$ cat src/verilog/ssi_enc_map.svh
`ifndef SSI_ENC_MAP_SVH
`define SSI_ENC_MAP_SVH
// system clock
`define CLK_PERIOD_NS    100
// message update gap and its cycle count
`define UPDATE_GAP_NS    20000
`define UPDATE_GAP_CYC   (`UPDATE_GAP_NS / `CLK_PERIOD_NS)
// controller pause between frames, longer than the update gap
`define PAUSE_NS         25000
`define PAUSE_CYC        (`PAUSE_NS / `CLK_PERIOD_NS)
// capture tick step
`define TICK_NS          10000
`define TICK_CYC         (`TICK_NS / `CLK_PERIOD_NS)
// zero strap hold time at power-up
`define ZERO_HOLD_MS     5000
`define ZERO_HOLD_CYC    (`ZERO_HOLD_MS * (1000000 / `CLK_PERIOD_NS))
// serial clock half period made by the controller, in system cycles
`define SCLK_HALF_CYC    8
// message lengths
`define LEN_ONE          24
`define LEN_TWO          24
`define LEN_THREE        16
`define LEN_FOUR         32
`define LEN_FIVE         16
// field positions
`define F1_VALID_POS     23
`define F1_ORIGIN_POS    22
`define F2_ANGLE_LSB     2
`define F2_PARITY_POS    1
`define F2_ERROR_POS     0
`define F4_VALID_POS     31
`define F4_ORIGIN_POS    30
`define F4_ANGLE_LSB     11
`define ANGLE_W          22
`define ANGLE4_W         19
`define TICK_W           11
// controller register offsets
`define REG_CTRL         32'h0000_0000
`define REG_STATUS       32'h0000_0004
`define REG_DATA         32'h0000_0008
// controller register fields
`define CTRL_START_BIT   0
`define CTRL_FMT_LSB     1
`define STAT_BUSY_BIT    0
`define STAT_DONE_BIT    1
`define STAT_ERR_BIT     2
// reset values
`define CTRL_RESET       3'h1
`define FACTORY_ZERO     22'h000000
`endif

$ cat src/verilog/ssi_enc_pkg.sv
package ssi_enc_pkg;
  typedef enum logic [2:0] {
    FMT_ONE   = 3'h1,
    FMT_TWO   = 3'h2,
    FMT_THREE = 3'h3,
    FMT_FOUR  = 3'h4,
    FMT_FIVE  = 3'h5
  } frame_fmt_t;

  typedef enum logic [1:0] {
    DEV_IDLE  = 2'h0,
    DEV_SHIFT = 2'h1,
    DEV_GAP   = 2'h2
  } dev_state_t;

  typedef enum logic [1:0] {
    CTL_IDLE  = 2'h0,
    CTL_LOW   = 2'h1,
    CTL_HIGH  = 2'h2,
    CTL_TAIL  = 2'h3
  } ctl_state_t;
endpackage

$ cat src/verilog/ssi_link_if.sv
`timescale 1ns/1ps
interface ssi_link_if;
  logic sclk;
  logic sdata;
  modport device (input sclk, output sdata);
  modport ctrl   (output sclk, input sdata);
endinterface

$ cat src/verilog/ssi_encoder_end.sv
// Behaviour
// - idle: clock high, data high
// - controller clock between 100 kHz and 2 MHz
// - read cycle is n periods plus half
// - pause between frames exceeds update gap
// - first falling edge after gap starts cycle
// - each rising edge presents next bit, MSB first
// - error flag driven after final rising edge
// - latest position offered after update gap
// - bit count excludes trailing error flag
// - format one: valid, origin, 22-bit binary angle
// - origin flag high while zero is factory
// - unused upper angle bits zero, LSB at 0
// - format two: angle, even parity, error bit
// - parity bit set for odd ones count
// - error bit high on error condition
// - format three: 16-bit binary angle
// - format four: valid, origin, angle, tick
// - tick counter 10 us steps, wraps at 20.47 ms
// - format five: 16-bit Gray angle
// - zero set stores position, zero reset restores
// - strap held low five seconds at power-up
//
// Implementation choices: the register addresses and the AHB-Lite register port.
`timescale 1ns/1ps
`include "ssi_enc_map.svh"
module ssi_encoder_end #(
  parameter int unsigned ZERO_HOLD_CYC = `ZERO_HOLD_CYC
) (
  input  wire logic          clock_in,
  input  wire logic          rst_b_in,
  ssi_link_if.device         link,
  input  wire logic [21:0]   angle_raw_in,
  input  wire logic          angle_strobe_in,
  input  wire logic          error_in,
  input  wire logic [2:0]    format_in,
  input  wire logic [4:0]    res_bits_in,
  input  wire logic          zero_set_b_in,
  input  wire logic          zero_reset_b_in,
  input  wire logic [21:0]   nv_zero_in,
  input  wire logic          nv_default_in,
  output logic               nv_write_out,
  output logic [21:0]        nv_zero_out,
  output logic               nv_default_out
);
  localparam logic [7:0]  GAP_CYC  = 8'(`UPDATE_GAP_CYC);
  localparam logic [6:0]  TICK_CYC = 7'(`TICK_CYC);
  localparam logic [25:0] HOLD_CYC = 26'(ZERO_HOLD_CYC);

  ////////////////////////////////////////////////////////////////////////
  // input synchronisers: serial clock and the two zero straps
  logic [2:0] sync1_reg;
  logic [2:0] sync2_reg;
  logic [2:0] async_w;
  assign async_w = {zero_reset_b_in, zero_set_b_in, link.sclk};

  genvar gi;
  generate
    for (gi = 0; gi < 3; gi++) begin : g_sync
      always_ff @(posedge clock_in or negedge rst_b_in) begin
        if (!rst_b_in) begin
          sync1_reg[gi] <= 1'b1;
          sync2_reg[gi] <= 1'b1;
        end else begin
          sync1_reg[gi] <= async_w[gi];
          sync2_reg[gi] <= sync1_reg[gi];
        end
      end
    end
  endgenerate

  logic sclk_prev_reg;
  logic sclk_fall_w;
  logic sclk_rise_w;
  assign sclk_fall_w = sclk_prev_reg & ~sync2_reg[0];
  assign sclk_rise_w = ~sclk_prev_reg & sync2_reg[0];

  ////////////////////////////////////////////////////////////////////////
  // capture tick counter and position capture
  logic [6:0]  presc_reg;
  logic [10:0] tick_reg;
  logic [21:0] pos_reg;
  logic [10:0] pos_tick_reg;
  always_ff @(posedge clock_in or negedge rst_b_in) begin
    if (!rst_b_in) begin
      presc_reg    <= 7'h00;
      tick_reg     <= 11'h000;
      pos_reg      <= 22'h000000;
      pos_tick_reg <= 11'h000;
    end else begin
      presc_reg <= (presc_reg == TICK_CYC - 7'h01) ? 7'h00 : presc_reg + 7'h01;
      if (presc_reg == TICK_CYC - 7'h01) begin
        tick_reg <= tick_reg + 11'h001;
      end
      if (angle_strobe_in) begin
        pos_reg      <= angle_raw_in;
        pos_tick_reg <= tick_reg;
      end
    end
  end

  ////////////////////////////////////////////////////////////////////////
  // zero point: loaded from storage, changed by straps at power-up
  logic [21:0] zero_reg;
  logic        default_reg;
  logic        loaded_reg;
  logic        armed_reg;
  logic [25:0] hold_reg;
  logic        nv_write_reg;
  logic        settle_reg;
  logic        strap_low_w;
  assign strap_low_w = ~sync2_reg[1] | ~sync2_reg[2];
  always_ff @(posedge clock_in or negedge rst_b_in) begin
    if (!rst_b_in) begin
      zero_reg     <= `FACTORY_ZERO;
      default_reg  <= 1'b1;
      loaded_reg   <= 1'b0;
      armed_reg    <= 1'b1;
      hold_reg     <= 26'h0000000;
      nv_write_reg <= 1'b0;
      settle_reg   <= 1'b0;
    end else begin
      nv_write_reg <= 1'b0;
      loaded_reg   <= 1'b1;
      if (!loaded_reg) begin
        zero_reg    <= nv_zero_in;
        default_reg <= nv_default_in;
      end else if (!settle_reg) begin
        settle_reg <= 1'b1; // strap synchronisers still carry their reset level
      end else if (armed_reg) begin
        if (!strap_low_w) begin
          armed_reg <= 1'b0; // straps only honoured from power-up
        end else if (hold_reg == HOLD_CYC - 26'h0000001) begin
          armed_reg    <= 1'b0;
          nv_write_reg <= 1'b1;
          if (!sync2_reg[1]) begin
            zero_reg    <= angle_raw_in;
            default_reg <= 1'b0;
          end else begin
            zero_reg    <= `FACTORY_ZERO;
            default_reg <= 1'b1;
          end
        end else begin
          hold_reg <= hold_reg + 26'h0000001;
        end
      end
    end
  end
  assign nv_write_out   = nv_write_reg;
  assign nv_zero_out    = zero_reg;
  assign nv_default_out = default_reg;

  ////////////////////////////////////////////////////////////////////////
  // frame assembly for the selected format
  logic [4:0]  res_w;
  logic [21:0] mask_w;
  logic [21:0] angle_w;
  logic [15:0] a16_w;
  logic [31:0] frame_w;
  logic [5:0]  len_w;
  assign res_w   = (res_bits_in > 5'd22) ? 5'd22 : res_bits_in;
  assign mask_w  = 22'((23'h000001 << res_w) - 23'h000001);
  assign angle_w = (pos_reg - zero_reg) & mask_w;
  assign a16_w   = angle_w[15:0];

  always_comb begin
    frame_w = 32'h0000_0000;
    len_w   = 6'(`LEN_ONE);
    unique case (format_in)
      ssi_enc_pkg::FMT_TWO: begin
        frame_w[23:`F2_ANGLE_LSB]  = angle_w;
        frame_w[`F2_PARITY_POS]    = ^angle_w;
        frame_w[`F2_ERROR_POS]     = error_in;
        len_w = 6'(`LEN_TWO);
      end
      ssi_enc_pkg::FMT_THREE: begin
        frame_w[15:0] = a16_w;
        len_w = 6'(`LEN_THREE);
      end
      ssi_enc_pkg::FMT_FOUR: begin
        frame_w[`F4_VALID_POS]    = ~error_in;
        frame_w[`F4_ORIGIN_POS]   = default_reg;
        frame_w[29:`F4_ANGLE_LSB] = angle_w[18:0];
        frame_w[10:0]             = pos_tick_reg;
        len_w = 6'(`LEN_FOUR);
      end
      ssi_enc_pkg::FMT_FIVE: begin
        frame_w[15:0] = a16_w ^ {1'b0, a16_w[15:1]};
        len_w = 6'(`LEN_FIVE);
      end
      default: begin
        frame_w[`F1_VALID_POS]  = ~error_in;
        frame_w[`F1_ORIGIN_POS] = default_reg;
        frame_w[21:0]           = angle_w;
      end
    endcase
  end

  ////////////////////////////////////////////////////////////////////////
  // serial output state machine
  ssi_enc_pkg::dev_state_t state_reg;
  logic [31:0] frame_reg;
  logic [5:0]  len_reg;
  logic [5:0]  rise_reg;
  logic [7:0]  gap_reg;
  logic        err_reg;
  logic        data_reg;
  logic        last_rise_w;
  assign last_rise_w = (rise_reg == len_reg);

  always_ff @(posedge clock_in or negedge rst_b_in) begin
    if (!rst_b_in) begin
      state_reg     <= ssi_enc_pkg::DEV_IDLE;
      sclk_prev_reg <= 1'b1;
      frame_reg     <= 32'h0000_0000;
      len_reg       <= 6'h00;
      rise_reg      <= 6'h00;
      gap_reg       <= 8'h00;
      err_reg       <= 1'b0;
      data_reg      <= 1'b1;
    end else begin
      sclk_prev_reg <= sync2_reg[0];
      unique case (state_reg)
        ssi_enc_pkg::DEV_IDLE: begin
          data_reg <= 1'b1;
          if (sclk_fall_w) begin
            frame_reg <= frame_w;
            len_reg   <= len_w;
            err_reg   <= error_in;
            rise_reg  <= 6'h00;
            gap_reg   <= 8'h00;
            state_reg <= ssi_enc_pkg::DEV_SHIFT;
          end
        end
        ssi_enc_pkg::DEV_SHIFT: begin
          gap_reg <= sclk_fall_w ? 8'h00 : gap_reg + 8'h01;
          if (sclk_rise_w) begin
            if (last_rise_w) begin
              data_reg  <= err_reg;
              state_reg <= ssi_enc_pkg::DEV_GAP;
            end else begin
              data_reg <= frame_reg[5'(len_reg - rise_reg - 6'h01)];
              rise_reg <= rise_reg + 6'h01;
            end
          end else if (gap_reg >= GAP_CYC - 8'h01) begin
            data_reg  <= 1'b1;
            state_reg <= ssi_enc_pkg::DEV_IDLE; // cut frame: give up after the gap
          end
        end
        ssi_enc_pkg::DEV_GAP: begin
          if (gap_reg >= GAP_CYC - 8'h01) begin
            data_reg  <= 1'b1;
            state_reg <= ssi_enc_pkg::DEV_IDLE;
          end else begin
            gap_reg <= gap_reg + 8'h01;
          end
        end
        default: state_reg <= ssi_enc_pkg::DEV_IDLE;
      endcase
    end
  end
  assign link.sdata = data_reg;
endmodule

$ cat src/flat_wrapper.sv
// flat-port wrapper written by rule: the top's interface ports become plain ports
module ssi_encoder_end_flat 
#(
  parameter int unsigned ZERO_HOLD_CYC = `ZERO_HOLD_CYC
)
  (clock_in, rst_b_in, angle_raw_in, angle_strobe_in, error_in, format_in, res_bits_in, zero_set_b_in, zero_reset_b_in, nv_zero_in, nv_default_in, nv_write_out, nv_zero_out, nv_default_out, link_sclk, link_sdata);
  ssi_link_if link_i ();
  input  wire logic clock_in;
  input  wire logic rst_b_in;
  input  wire logic [21:0] angle_raw_in;
  input  wire logic angle_strobe_in;
  input  wire logic error_in;
  input  wire logic [2:0] format_in;
  input  wire logic [4:0] res_bits_in;
  input  wire logic zero_set_b_in;
  input  wire logic zero_reset_b_in;
  input  wire logic [21:0] nv_zero_in;
  input  wire logic nv_default_in;
  output logic nv_write_out;
  output logic [21:0] nv_zero_out;
  output logic nv_default_out;
  input wire logic [$bits(link_i.sclk)-1:0] link_sclk;
  output wire logic [$bits(link_i.sdata)-1:0] link_sdata;
  assign link_i.sclk = link_sclk;
  assign link_sdata = link_i.sdata;
  ssi_encoder_end #(.ZERO_HOLD_CYC(ZERO_HOLD_CYC)) u_core (.clock_in(clock_in), .rst_b_in(rst_b_in), .link(link_i), .angle_raw_in(angle_raw_in), .angle_strobe_in(angle_strobe_in), .error_in(error_in), .format_in(format_in), .res_bits_in(res_bits_in), .zero_set_b_in(zero_set_b_in), .zero_reset_b_in(zero_reset_b_in), .nv_zero_in(nv_zero_in), .nv_default_in(nv_default_in), .nv_write_out(nv_write_out), .nv_zero_out(nv_zero_out), .nv_default_out(nv_default_out));
endmodule
$ cat config.mk
export PLATFORM = sky130hd
export DESIGN_NAME = ssi_encoder_end_flat
export DESIGN_NICKNAME = d
export VERILOG_FILES = /design/src/verilog/ssi_enc_pkg.sv /design/src/verilog/ssi_link_if.sv /design/src/verilog/ssi_encoder_end.sv /design/src/flat_wrapper.sv
export VERILOG_INCLUDE_DIRS = /design/src /design/src/verilog
export SDC_FILE = /design/constraint.sdc
export NUM_CORES = 1
export LEC_CHECK = 0
export ABC_CLOCK_PERIOD_IN_PS = 4950
export BUFFER_PORTS_ARGS = -buffer_cell sky130_fd_sc_hd__buf_2
export CORE_MARGIN = 2
export CORE_UTILIZATION = 45
export CTS_BUF_LIST = sky130_fd_sc_hd__clkbuf_2
export CTS_CLUSTER_DIAMETER = 60
export DETAILED_ROUTE_END_ITERATION = 10
export PLACE_DENSITY_LB_ADDON = 0.12
export SLEW_MARGIN = 20
export SYNTH_ARGS = -nofsm -noshare
export SYNTH_HDL_FRONTEND = slang
export SYNTH_SLANG_ARGS = --single-unit
export TNS_END_PERCENT = 5
$ cat constraint.sdc
create_clock -name clock_in -period 4.95 [get_ports clock_in]
set_clock_uncertainty 0.1 [all_clocks]
set_input_delay 0.2475 -clock clock_in [delete_from_list [all_inputs] [get_ports clock_in]]
set_output_delay 0.2475 -clock clock_in [all_outputs]
set_load 0.005 [all_outputs]
# Word level (Yosys, flattened, before mapping)
# Cells that the tools add are included.
# op_classes
muxes,45
n_shift,1
magnitude_cmp,3
n_reduce_logical,12
n_addsub,9
n_bitwise,11
eq_ne,18
# op_table
operator,n
22-bit 2-to-1 mux,6
16-bit case mux with 3 select lines,1
8-bit case mux with 3 select lines,2
8-bit 2-to-1 mux,4
"26-bit by 1-bit adder with 26-bit output, second input constant",1
"26-bit == test, second input constant",1
6-bit case mux with 2 select lines,2
22-bit bitwise AND,1
22-bit XOR reduction,1
"1-bit by 5-bit left shift with 22-bit output, first input constant",1
"22-bit by 1-bit subtractor with 22-bit output, second input constant",1
22-bit subtractor,1
1-bit 2-to-1 mux,18
6-bit 2-to-1 mux,3
16-bit by 15-bit bitwise XOR with 16-bit output,1
"2-bit != test, second input constant",6
"11-bit by 1-bit adder with 11-bit output, second input constant",1
"8-bit by 1-bit adder with 8-bit output, second input constant",1
"8-bit greater-or-equal comparator, second input constant",1
2-bit 2-to-1 mux,4
4-bit AND reduction,2
"7-bit by 1-bit adder with 7-bit output, second input constant",1
"7-bit == test, second input constant",1
7-bit 2-to-1 mux,1
other kinds (26),37
# word_totals
in_bits,60
ff_bits,167
output_inout_bits,25

# Longest topological paths before layout
# Gate-level depths: netlist of the first run.
# depth
ltp_word,7
ltp_mapped,18
depth_no_buf,16

# Worst setup path after synthesis of the first run
# OpenSTA, ideal clock, no wires.
# synth_timing
path_type,input to register
startpoint,input res_bits_in[0]
endpoint,register u_core.frame_reg[1]
slack_ns,1.228
stages,15
required_ns,4.773
arrival_ns,3.545
cell_sequence,clkbuf_1 > clkbuf_1 > nand3_1 > ha_1 > clkbuf_1 > nor4_1 > nand3b_1 > a31oi_1 > xnor2_2 > xnor3_1 > xnor3_1 > xnor3_1 > xnor2_1 > xnor3_1 > a21oi_1
# synth_between
elab_chain_len,7
# synth_lines
element,line,rtl
start: declaration,flat_wrapper.sv:14,input wire logic [4:0] res_bits_in;
5-bit greater-than comparator,ssi_encoder_end.sv:161,assign res_w = (res_bits_in > 5'd22) ? 5'd22 : res_bits_in;
5-bit 2-to-1 mux (*),ssi_encoder_end.sv:161,
1-bit by 5-bit left shift with 22-bit output (*),ssi_encoder_end.sv:162,assign mask_w = 22'((23'h000001 << res_w) - 23'h000001);
22-bit by 1-bit subtractor with 22-bit output (*),ssi_encoder_end.sv:162,
22-bit bitwise AND (*),ssi_encoder_end.sv:163,assign angle_w = (pos_reg - zero_reg) & mask_w;
22-bit XOR reduction or 16-bit by 15-bit bitwise XOR with 16-bit output (tied branches),"ssi_encoder_end.sv:172, ssi_encoder_end.sv:188",
16-bit case mux with 3 select lines (*),ssi_encoder_end.sv:169,unique case (format_in)
end signal: assignment,ssi_encoder_end.sv:227,frame_reg <= frame_w;
end: declaration,ssi_encoder_end.sv:202,logic [31:0] frame_reg;
# Mark *: on every way between the ends. The rest lies on a longest branch, timed or not.
# A chain may end at the register's enable or synchronous reset.

# Final worst setup path of the first run
# layout_timing
startpoint,"register u_core.zero_reg[4], in the netlist u_core.nv_zero_out[4]"
endpoint,register u_core.frame_reg[23]
# layout_between
elab_chain_len,3
# layout_lines
element,line,rtl
start: declaration,ssi_encoder_end.sv:104,logic [21:0] zero_reg;
start signal: assignment,ssi_encoder_end.sv:115,zero_reg <= `FACTORY_ZERO;
start signal: assignment,ssi_encoder_end.sv:126,zero_reg <= nv_zero_in;
start signal: assignment,ssi_encoder_end.sv:137,zero_reg <= angle_raw_in;
22-bit subtractor,ssi_encoder_end.sv:163,
22-bit bitwise AND,ssi_encoder_end.sv:163,
8-bit case mux with 3 select lines,ssi_encoder_end.sv:169,
# Every way passes these cells.

==> results of run 1 <==
-- power by group through the flow --
stage	Clock [W]	Sequential [W]	Combinational, W
floorplan	0	0.00162	0.00122
global placement	0	0.00169	0.00151
detailed placement	0	0.00169	0.00153
CTS	0.000842	0.00167	0.00161
global route	0.000897	0.00169	0.00178
finish	0.000805	0.00166	0.00161
-- final timing paths --
kind	endpoint	slack (ns)	depth (start not counted)
hold / removal	u_core.nv_zero_out[18]	0.13	4
setup / recovery	u_core.frame_reg[23]	0.86	15
min in group asynchronous	u_core.nv_default_out	0.44	3
max in group asynchronous	u_core.pos_reg[7]	3.77	4
setup reg to reg	u_core.frame_reg[23]	0.86	15
hold reg to reg	u_core.sync2_reg[0]	0.25	0
-- stage by stage --
stage	util	instance area (sq um)	hold slack [ns]	total power [W]
after floorplan	-	9824	-0.1481	0.002846
after global placement	0.4824	10430	0.2437	0.003194
after detailed placement	0.4824	10430	0.2403	0.003216
after CTS	0.5405	11690	0.06151	0.004114
after global routing	0.5409	11690	0.02359	0.004363
final	0.5409	11690	0.1332	0.004074
-- worst register-to-register path, stage by stage, from the launching register on --
cell	delay, ns
dfrtp_1	0.45
inv_1	0.05
ha_1	0.36
a21o_1	0.26
a31o_2	0.25
o21ai_1	0.29
a31oi_1	0.15
a21oi_1	0.24
o21ai_1	0.14
a21o_1	0.19
a21oi_1	0.17
xnor2_1	0.12
nor3_4	0.29
a211oi_1	0.12
dlygate4sd3_1	0.61
o31ai_1	0.24
-- cell families after synthesis --
| family | share of synthesized area |
|---|---|
| mux | 0.06712 |
| xor+xnor | 0.09042 |
| fa+ha+maj | 0.04534 |
| compound gates | 0.1731 |
| other cells | 0.0003817 |
| buf+inv | 0.04139 |
| flops | 0.4190 |
| simple gates | 0.1633 |
-- layout by cell type, fill, tap and decap left out, types with 6 or more instances in the layout --
cell type,synthesis,final
ha_1,34,34
dfrtp_1,154,154
o22ai_1,7,7
o21ai_0,67,67
xnor2_1,47,47
and3_1,12,12
nor2b_1,8,8
o31ai_1,11,11
nor3b_1,25,24
mux2_2,35,35
dfstp_2,10,10
nor2_1,81,81
clkbuf_2,0,17
nor3_1,11,11
a21oi_1,107,107
buf_4,2,6
nand2b_1,13,13
dlygate4sd3_1,0,94
nand3_1,29,29
a211oi_1,9,9
nand2_1,92,92
mux4_2,10,10
nand4_1,10,10
a21o_1,12,12
xor2_1,31,31
a221oi_1,8,8
buf_2,4,83
or2_2,6,6
inv_1,43,43
clkinv_8,0,7
o21bai_1,11,11
-- repair_timing --
item                                   4_1_cts  5_1_grt
endpoints found under the hold margin      229        0
setup buffers                                0        0
hold buffers                                95        0
-- final cells by class --
| cell class | instances | share of cell area |
|---|---|---|
| inverter | 45 | 0.01444 |
| timing repair buffer | 186 | 0.1249 |
| tap | 280 | 0.02996 |
| clock buffer | 17 | 0.007276 |
| multi-input combinational | 766 | 0.4538 |
| antenna | 1 | 0.0002140 |
| sequential | 164 | 0.3520 |
| clock inverter | 15 | 0.01744 |
-- per-layer routing --
layer	track usage	part of all wire	vias up
li1	-	-	3951
met1	0.3105	0.48	3900
met2	0.3401	0.47	184
met3	0.04371	0.038	28
met4	0.06111	0.019	0
met5	0	0	-
==> results by group, run 1 <==
Outcome
  • Status: complete, no violations

Drt
  • Initial DRC count: around 560
  • 1st-pass router iterations: 5
  • Antenna-violating nets left: 0
  • DRC Markers: 0
  • Routed len/inst: between 15 and 20 microns
  • Total Wirelength: 24260 microns
  • Vias per cell: ~5.5
  • Vias: 8063

Final layout
  • Seq. cell area: 0.004116 sq mm
  • Multi-input combinational cell area: 0.005306 sq mm
  • Fillers: about 2000
  • Number of flip-flops in the largest register: 32
  • Area grow syn2layout: 19.03%
  • Final non-filler cell total: 1474
  • Fraction of layout cells with a size suffix above 1: 0.1752
  • Layout Nets: 1275

Setup path
  • Worst Path Arrival: 4.71 ns
  • Worst EP required: 5.57 ns
  • CP Class: flip-flop to flip-flop
  • Bufs and invs on worst path: 2
  • Crit Path Max Fanout: 5
  • Worst Setup Start Kind: flip-flop
  • RR Startpoint: u_core.nv_zero_out[4]
  • Worst-path cell chain: inv_1, ha_1, a21o_1, a31o_2, o21ai_1, a31oi_1, a21oi_1, o21ai_1, a21o_1, a21oi_1, xnor2_1, nor3_4, a211oi_1, dlygate4sd3_1, o31ai_1
  • Crit end category: flip-flop
  • CP top delay family: compound AO/OA/AOI/OAI gates
  • CP max stage delay: 0.61 ns
  • CP startpoint: u_core.nv_zero_out[4]
  • Crit-path slowest cell: dlygate4sd3_1

Logic synthesis
  • Post-synth top cells: dfrtp_1, a21oi_1, nand2_1
  • Top-count cell post-synth: dfrtp_1
  • Synthesis-stage register bit count: 164
  • Cells after Synth: 1029
  • Register area share after synthesis: 0.4190
  • Post-synth ARST share: 1.000
  • Synth Cell Area: just under 0.01 sq mm
  • Top cell type by total area after synthesis: dfrtp_1
  • Yosys top cell area share: 0.3923
  • Mean Syn Cell Area: approximately 9.5 sq um
  • Number of distinct library cells after synthesis: 78
  • Yosys Warn Count: 0
  • Top post-synthesis cells by area: dfrtp_1, a21oi_1, ha_1
  • Ys flop type: dfrtp_1
  • EDFF count, synth: 0
  • Syn Nets: 1124

STA
  • Setup violators final: 0
  • TNS Setup: 0 ns
  • Period utilization: 0.8263
  • Peak Freq: 244.5 MHz
  • Hold Fails Final Rpt: 0
  • Unrepaired setup endpoints after global routing: false
  • Fin worst setup slack: 0.8598 ns
  • Clock period minus worst slack: about 4.1 ns
  • Rel. slew slack: 0.2612
  • Final Max Tran Viols: 0
  • Worst-Margin Slew: 1.104 ns

Clock tree
  • Post-CTS sizing: 0
  • Clock slew at reported path FFs: around 0.31 ns
  • CTS buffer count: 17
  • CTS root buffer: clkbuf_2
  • Clock Latency Late Sink: 0.82 ns
  • CTS H-Tree Depth: 4
  • Clock sinks: 164
  • TritonCTS clock tree: yes
  • Maximum clock insertion buffer count: 2

Floorplan
  • Starting Density: 0.4544
  • Die Wd: 151.8 microns
  • Die ar.: 0.02303 sq mm
  • Site row count: 54
  • Die Ht: 151.8 microns
  • Core ar.: 0.02162 sq mm
  • I/O pins: 85

Pwr
  • Sw frac: 0.3862
  • Combinational power share: 0.394
  • Lkg Pwr: approximately 5.2 nW
  • Power density over cell area: 348.4 mW/mm^2
  • Clk pwr share: 0.198
  • Internal power: about 0.0025 W
  • Psw: 0.001574 W
  • Reg power frac: 0.408
  • Peak VDD IR: 0.1388 mV

Placed design
  • Pre-CTS WS: 0.7644 ns
  • Routability cong.: 0.8636
  • Number of port buffers: 84
  • Hpwl dp: around 16000 microns
  • Post-Place Cells: 1346

Global route
  • Vias in the first global route: 7736
  • Largest net degree at the start of global routing: 87
  • Initial antenna violation count: 1
  • First-pass GRT wire length: approximately 40000 microns
  • GRT Overall Usage: 0.2183
  • Total gr overflow: 0

Flow run
  • # Max-Cap Violations: 0

Hold path
  • Hold_sp: nv_zero_in[18]
  • Worst hold path type: input pin to flip-flop
Power figures use the tool's default switching activity.
==> run 2, diff against run 1 <==
ABC_CLOCK_PERIOD_IN_PS = 3550   (was 4950)
clock period = 3.55 ns   (was 4.95 ns; I/O delays follow)
==> results by group, run 2 (synthesized netlist as in run 1, its figures left out) <==
Final layout
  • Area grow syn2layout: 26.08% (was 19.03%)
  • Fraction of layout cells with a size suffix above 1: 0.2189 (was 0.1752)
  • Number of flip-flops in the largest register: 32 (unchanged)
  • Commonest cells after routing, fill and taps aside: dfrtp_1, dlygate4sd3_1, a21oi_1 (was dfrtp_1, a21oi_1, dlygate4sd3_1)
  • Utilization after layout: 0.5729 (was 0.5409)
  • Design area: 0.01239 sq mm (was 0.01169 sq mm)
  • Commonest non-fill, non-tap cell in the layout: dfrtp_1 (unchanged)
  • Layout Nets: 1343 (was 1275)

Hold path
  • Hold_sp: nv_zero_in[12] (was nv_zero_in[18])
  • Worst hold path type: input pin to flip-flop (unchanged)
  • Hold Path Stages: 4 (unchanged)
  • Worst Hold End: u_core.nv_zero_out[12] (was u_core.nv_zero_out[18])

Drt
  • Antenna-violating nets left: 0 (unchanged)
  • Vias per cell: 5.342 (was 5.470)
  • Total Wirelength: 24670 microns (was 24260 microns)
  • Routed len/inst: 15.98 microns (was 16.46 microns)
  • DRC Markers: 0 (unchanged)
  • Initial DRC count: 528 (was 559)
  • 1st-pass router iterations: 6 (was 5)
  • Vias: 8248 (was 8063)

Clock tree
  • Post-CTS Setup Bufs: 0 (unchanged)
  • CTS buffer count: 17 (unchanged)
  • Clock sinks: 164 (unchanged)
  • Maximum clock insertion buffer count: 2 (unchanged)
  • Clock slew at reported path FFs: 0.30 ns (was 0.31 ns)
  • CTS root buffer: clkbuf_2 (unchanged)
  • CTS H-Tree Depth: 4 (unchanged)
  • Clock Latency Late Sink: 0.80 ns (was 0.82 ns)
  • TritonCTS clock tree: yes (unchanged)

Pwr
  • Lkg Pwr: 5.598 nW (was 5.249 nW)
  • Peak VDD IR: 0.2792 mV (was 0.1388 mV)
  • Power density over cell area: 484.0 mW/mm^2 (was 348.4 mW/mm^2)

Global route
  • Largest net degree at the start of global routing: 72 (was 87)
  • Vias in the first global route: 8216 (was 7736)
  • First-pass GRT wire length: 41060 microns (was 39510 microns)
  • Total gr overflow: 0 (unchanged)
  • Initial antenna violation count: 2 (was 1)
  • GRT Overall Usage: 0.2241 (was 0.2183)

Placed design
  • Number of port buffers: 84 (unchanged)
  • Hpwl dp: 16730 microns (was 16220 microns)
  • Routability cong.: 0.8440 (was 0.8636)
  • Dpl cell area: 0.01083 sq mm (was 0.01043 sq mm)

Flow run
  • # Max-Cap Violations: 0 (unchanged)

STA
  • Final Max Tran Viols: 0 (unchanged)
  • Setup violators final: 1 (was 0)
  • Unrepaired setup endpoints after global routing: true (was false)
  • Worst-Margin Slew: 0.7910 ns (was 1.104 ns)
  • Period utilization: 1.041 (was 0.8263)
  • Final hold slack: 0.06508 ns (was 0.1332 ns)
  • Rel. slew slack: 0.4726 (was 0.2612)
  • Peak Freq: 270.5 MHz (was 244.5 MHz)
  • Hold Fails Final Rpt: 0 (unchanged)
  • Fin worst setup slack: -0.1465 ns (was 0.8598 ns)
  • Clock period minus worst slack: 3.697 ns (was 4.090 ns)

Outcome
  • Violated checks: setup timing
  • Status: complete, but fails checks (was complete, no violations)

Setup path
  • Crit end category: flip-flop (unchanged)
  • Reg2Reg Depth: 16 (was 15)
  • Worst Path Arrival: 4.30 ns (was 4.71 ns)
  • Worst EP required: 4.16 ns (was 5.57 ns)
  • Crit Path Max Fanout: 3 (was 5)
  • Worst Setup Start Kind: flip-flop (unchanged)
  • RR Startpoint: u_core.pos_reg[0] (was u_core.nv_zero_out[4])
  • Register-to-register setup slack: -0.15 ns (was 0.86 ns)
  • CP Class: flip-flop to flip-flop (unchanged)
  • R2R Path End: u_core.frame_reg[1] (was u_core.frame_reg[23])

Floorplan
  • I/O pins: 85 (unchanged)
  • Site row count: 54 (unchanged)
  • Core ar.: 0.02162 sq mm (unchanged)
  • Die ar.: 0.02303 sq mm (unchanged)
  • Die Ht: 151.8 microns (unchanged)
  • Die Wd: 151.8 microns (unchanged)
  • Starting Density: 0.4544 (unchanged)
[run 2: cell types whose count changed in the layout (fill, tap and decap cells not counted), sizes merged]
cell | before | now
buf | 92 | 143
bufinv | 0 | 1
diode | 1 | 3
dlygate4sd3 | 94 | 111
inv | 50 | 49
[run 2: worst max-delay path by stage]
stage / startpoint / end / slack, ns / cells after the start
3_5_place_dp: u_core.pos_reg[0] / u_core.frame_reg[1] / -0.21 / 16
5_1_grt: u_core.pos_reg[0] / u_core.frame_reg[1] / -0.38 / 16
2_1_floorplan: u_core.pos_reg[0] / u_core.frame_reg[1] / -0.005 / 16
6_report: u_core.pos_reg[0] / u_core.frame_reg[1] / -0.15 / 16
3_3_place_gp: u_core.pos_reg[0] / u_core.frame_reg[1] / -0.11 / 16
4_1_cts: u_core.pos_reg[0] / u_core.frame_reg[1] / -0.25 / 16
[run 2: routing by layer]
metal	up-vias	global-route usage	wire length (microns)
li1	4093	-	-
met1	3960	0.3155	11720
met2	171	0.3633	11690
met3	24	0.03743	957
met4	0	0.05185	308
met5	-	0	0
[run 2: critical path: stages, from the launching register on]
cell,delay [ns]
dfrtp_1,0.45
inv_2,0.06
ha_2,0.16
inv_1,0.05
fa_2,0.34
a21o_4,0.23
a221oi_4,0.38
o31ai_4,0.13
a31oi_4,0.23
xor2_4,0.23
nor2_8,0.06
xnor2_4,0.17
xnor2_2,0.14
xnor3_1,0.35
xnor2_1,0.20
xnor3_1,0.24
a21oi_1,0.14
[run 2: where the power goes]
part / internal [W] / switching (W) / leakage [nW]
clock network: 0.000318 / 0.000836 / 0.167
registers: 0.00212 / 0.000201 / 2.08
logic: 0.00130 / 0.00122 / 3.35
[run 2: area by class of cell]
class / count / area (sq um)
clock buffer: 17 / 85.08
clock inverter: 15 / 210.2
antenna: 3 / 7.507
tap: 280 / 350.3
timing repair buffer: 254 / 2021
sequential: 164 / 4116
multi-input combinational: 766 / 5428
inverter: 45 / 168.9
fill: 1930 / 9234
[run 2: through the flow]
step	setup TNS (ns)	power, W	cells	setup WS, ns
2_1_floorplan	-0.005395	0.003977	1029	-0.005395
6_report	-0.1465	0.005995	1544	-0.1465
3_5_place_dp	-0.2099	0.004687	1397	-0.2099
5_1_grt	-0.8863	0.006447	1543	-0.3789
4_1_cts	-0.2462	0.005993	1541	-0.2462
3_3_place_gp	-0.1149	0.004640	1397	-0.1149
[run 2: timing repair]
item                                    4_1_cts  5_1_grt
gates resized for setup                       1       26
pin swaps                                     3        5
endpoints found under the setup margin        3       24
hold endpoints to repair                    241        0
hold buffers                                112        0
==> run 3, diff against run 2 <==
CORE_MARGIN = unset   (was 2)
==> results by group, run 3 (synthesized netlist as in run 1, its figures left out) <==
Floorplan
  • I/O pins: 85 (unchanged)
  • Site row count: 53 (was 54)
  • Core ar.: 0.02122 sq mm (was 0.02162 sq mm)
  • Die ar.: 0.02243 sq mm (was 0.02303 sq mm)
  • Die Ht: 149.8 microns (was 151.8 microns)
  • Starting Density: 0.4630 (was 0.4544)
  • Die Wd: 149.8 microns (was 151.8 microns)

Global route
  • First-pass GRT wire length: 41010 microns (was 41060 microns)
  • Initial antenna violation count: 1 (was 2)
  • GRT Overall Usage: 0.2326 (was 0.2241)
  • Total gr overflow: 0 (unchanged)
  • Vias in the first global route: 8005 (was 8216)
  • Largest net degree at the start of global routing: 66 (was 72)

Final layout
  • Fraction of layout cells with a size suffix above 1: 0.2124 (was 0.2189)
  • Area grow syn2layout: 25.19% (was 26.08%)
  • Fillers: 1868 (was 1930)
  • Number of flip-flops in the largest register: 32 (unchanged)
  • Utilization after layout: 0.5796 (was 0.5729)
  • Design area: 0.01230 sq mm (was 0.01239 sq mm)
  • Layout Nets: 1344 (was 1343)
  • Seq. cell area: 0.004116 sq mm (unchanged)
  • Commonest non-fill, non-tap cell in the layout: dfrtp_1 (unchanged)
  • Commonest cells after routing, fill and taps aside: dfrtp_1, dlygate4sd3_1, a21oi_1 (unchanged)
  • Multi-input combinational cell area: 0.005388 sq mm (was 0.005428 sq mm)

Drt
  • DRC Markers: 0 (unchanged)
  • Total Wirelength: 24900 microns (was 24670 microns)
  • Routed len/inst: 16.19 microns (was 15.98 microns)
  • Vias per cell: 5.373 (was 5.342)
  • Antenna-violating nets left: 0 (unchanged)
  • 1st-pass router iterations: 6 (unchanged)
  • Vias: 8264 (was 8248)
  • Initial DRC count: 634 (was 528)

Setup path
  • Crit Path Max Fanout: 3 (unchanged)
  • Register-to-register setup slack: -0.14 ns (was -0.15 ns)
  • Reg2Reg Depth: 16 (unchanged)
  • Worst EP required: 4.22 ns (was 4.16 ns)
  • Crit end category: flip-flop (unchanged)
  • Worst Setup Start Kind: flip-flop (unchanged)
  • R2R Path End: u_core.frame_reg[1] (unchanged)
  • Worst Path Arrival: 4.36 ns (was 4.30 ns)
  • CP Class: flip-flop to flip-flop (unchanged)
  • RR Startpoint: u_core.pos_reg[0] (unchanged)

Pwr
  • Combinational power share: 0.421 (about the same)
  • Internal power: 0.003633 W (was 0.003738 W)
  • Peak VDD IR: 0.2432 mV (was 0.2792 mV)
  • Reg power frac: 0.396 (was 0.387)
  • Power density over cell area: 476.2 mW/mm^2 (was 484.0 mW/mm^2)
  • Sw frac: 0.3798 (was 0.3765)
  • Lkg Pwr: 5.588 nW (was 5.598 nW)
  • Psw: 0.002225 W (was 0.002257 W)
  • Clk pwr share: 0.182 (was 0.192)

STA
  • Unrepaired setup endpoints after global routing: true (unchanged)
  • Fin worst setup slack: -0.1393 ns (was -0.1465 ns)
  • Rel. slew slack: 0.3996 (was 0.4726)
  • Worst-Margin Slew: 0.9006 ns (was 0.7910 ns)
  • Peak Freq: 271.1 MHz (was 270.5 MHz)
  • Setup violators final: 1 (unchanged)
  • Final Max Tran Viols: 0 (unchanged)
  • Clock period minus worst slack: 3.689 ns (was 3.697 ns)
  • Period utilization: 1.039 (was 1.041)
  • Hold Fails Final Rpt: 0 (unchanged)
  • Final hold slack: 0.07837 ns (was 0.06508 ns)
  • TNS Setup: -0.1393 ns (was -0.1465 ns)

Clock tree
  • Clock Latency Late Sink: 0.81 ns (was 0.80 ns)
  • CTS buffer count: 17 (unchanged)
  • Maximum clock insertion buffer count: 2 (unchanged)
  • Clock sinks: 164 (unchanged)
  • TritonCTS clock tree: yes (unchanged)
  • CTS H-Tree Depth: 4 (unchanged)
  • Clock slew at reported path FFs: 0.31 ns (was 0.30 ns)
  • CTS root buffer: clkbuf_2 (unchanged)

Hold path
  • Hold Path Stages: 4 (unchanged)
  • Worst Hold End: u_core.nv_zero_out[5] (was u_core.nv_zero_out[12])
  • Worst hold path type: input pin to flip-flop (unchanged)
  • Hold_sp: nv_zero_in[5] (was nv_zero_in[12])

Placed design
  • Number of port buffers: 84 (unchanged)
  • Routability cong.: 0.8362 (was 0.8440)
  • Dpl cell area: 0.01079 sq mm (was 0.01083 sq mm)
  • Hpwl dp: 16650 microns (was 16730 microns)
  • Pre-CTS WS: -0.2113 ns (was -0.2099 ns)

Outcome
  • Status: complete, but fails checks (unchanged)
  • Violated checks: setup timing (unchanged)

Flow run
  • # Max-Cap Violations: 0 (unchanged)
## run 3: cell type report
type / instances / share of cell area
Clock inverter: 15 / 0.01312
Clock buffer: 17 / 0.006918
Antenna cell: 1 / 0.0002035
Inverter: 45 / 0.01373
Timing Repair Buffer: 255 / 0.1653
Sequential cell: 164 / 0.3347
Multi-Input combinational cell: 766 / 0.4380
Tap cell: 275 / 0.02798
## run 3: worst max path at each step
stage	slack [ns]	end	cells past startpoint	startpoint
finish	-0.14	u_core.frame_reg[1]	16	u_core.pos_reg[0]
global route	-0.37	u_core.frame_reg[1]	16	u_core.pos_reg[0]
CTS	-0.21	u_core.frame_reg[1]	16	u_core.pos_reg[0]
detailed placement	-0.21	u_core.frame_reg[1]	16	u_core.pos_reg[0]
global placement	-0.1	u_core.frame_reg[1]	16	u_core.pos_reg[0]
floorplan	-0.005	u_core.frame_reg[1]	16	u_core.pos_reg[0]
## run 3: per-stage QoR
stage / total power [W] / std cells
after floorplan: 0.003977 / 1029
after global routing: 0.006266 / 1538
after global placement: 0.004629 / 1388
after detailed placement: 0.004659 / 1388
final: 0.005857 / 1538
after CTS: 0.005880 / 1537
## run 3: timing repair
action	CTS	global route
pin swaps	6	3
resized for setup	3	13
setup endpoints to repair	3	11
buffers inserted	0	0
gates cloned	0	0
hold endpoints to repair	244	0
hold buffers	117	0
## run 3: power groups by stage
stage                     Sequential, W  Clock [W]  Combinational [W]
after floorplan                 0.00226          0            0.00171
after global placement          0.00234          0            0.00229
after detailed placement        0.00236          0            0.00230
after CTS                       0.00232    0.00111            0.00245
after global routing            0.00236    0.00118            0.00273
final                           0.00232    0.00107            0.00247
## run 3: worst max-delay path, stage by stage (launching register included)
cell,delay (ns)
dfrtp_1,0.43
inv_1,0.08
ha_2,0.18
inv_1,0.05
fa_1,0.37
a21o_2,0.25
a221oi_4,0.36
o31ai_4,0.13
a31oi_4,0.24
xor2_4,0.22
nor2_8,0.06
xnor2_4,0.19
xnor2_2,0.14
xnor3_1,0.34
xnor2_1,0.16
xnor3_1,0.23
a21oi_1,0.14
## run 3: metal layers
| metal | global-route usage | routed length (microns) | vias up |
|---|---|---|---|
| met5 | 0 | 0 | - |
| met4 | 0.05808 | 305 | 0 |
| met3 | 0.03537 | 958 | 25 |
| met2 | 0.3674 | 11640 | 182 |
| met1 | 0.3336 | 12000 | 3967 |
| li1 | - | - | 4090 |
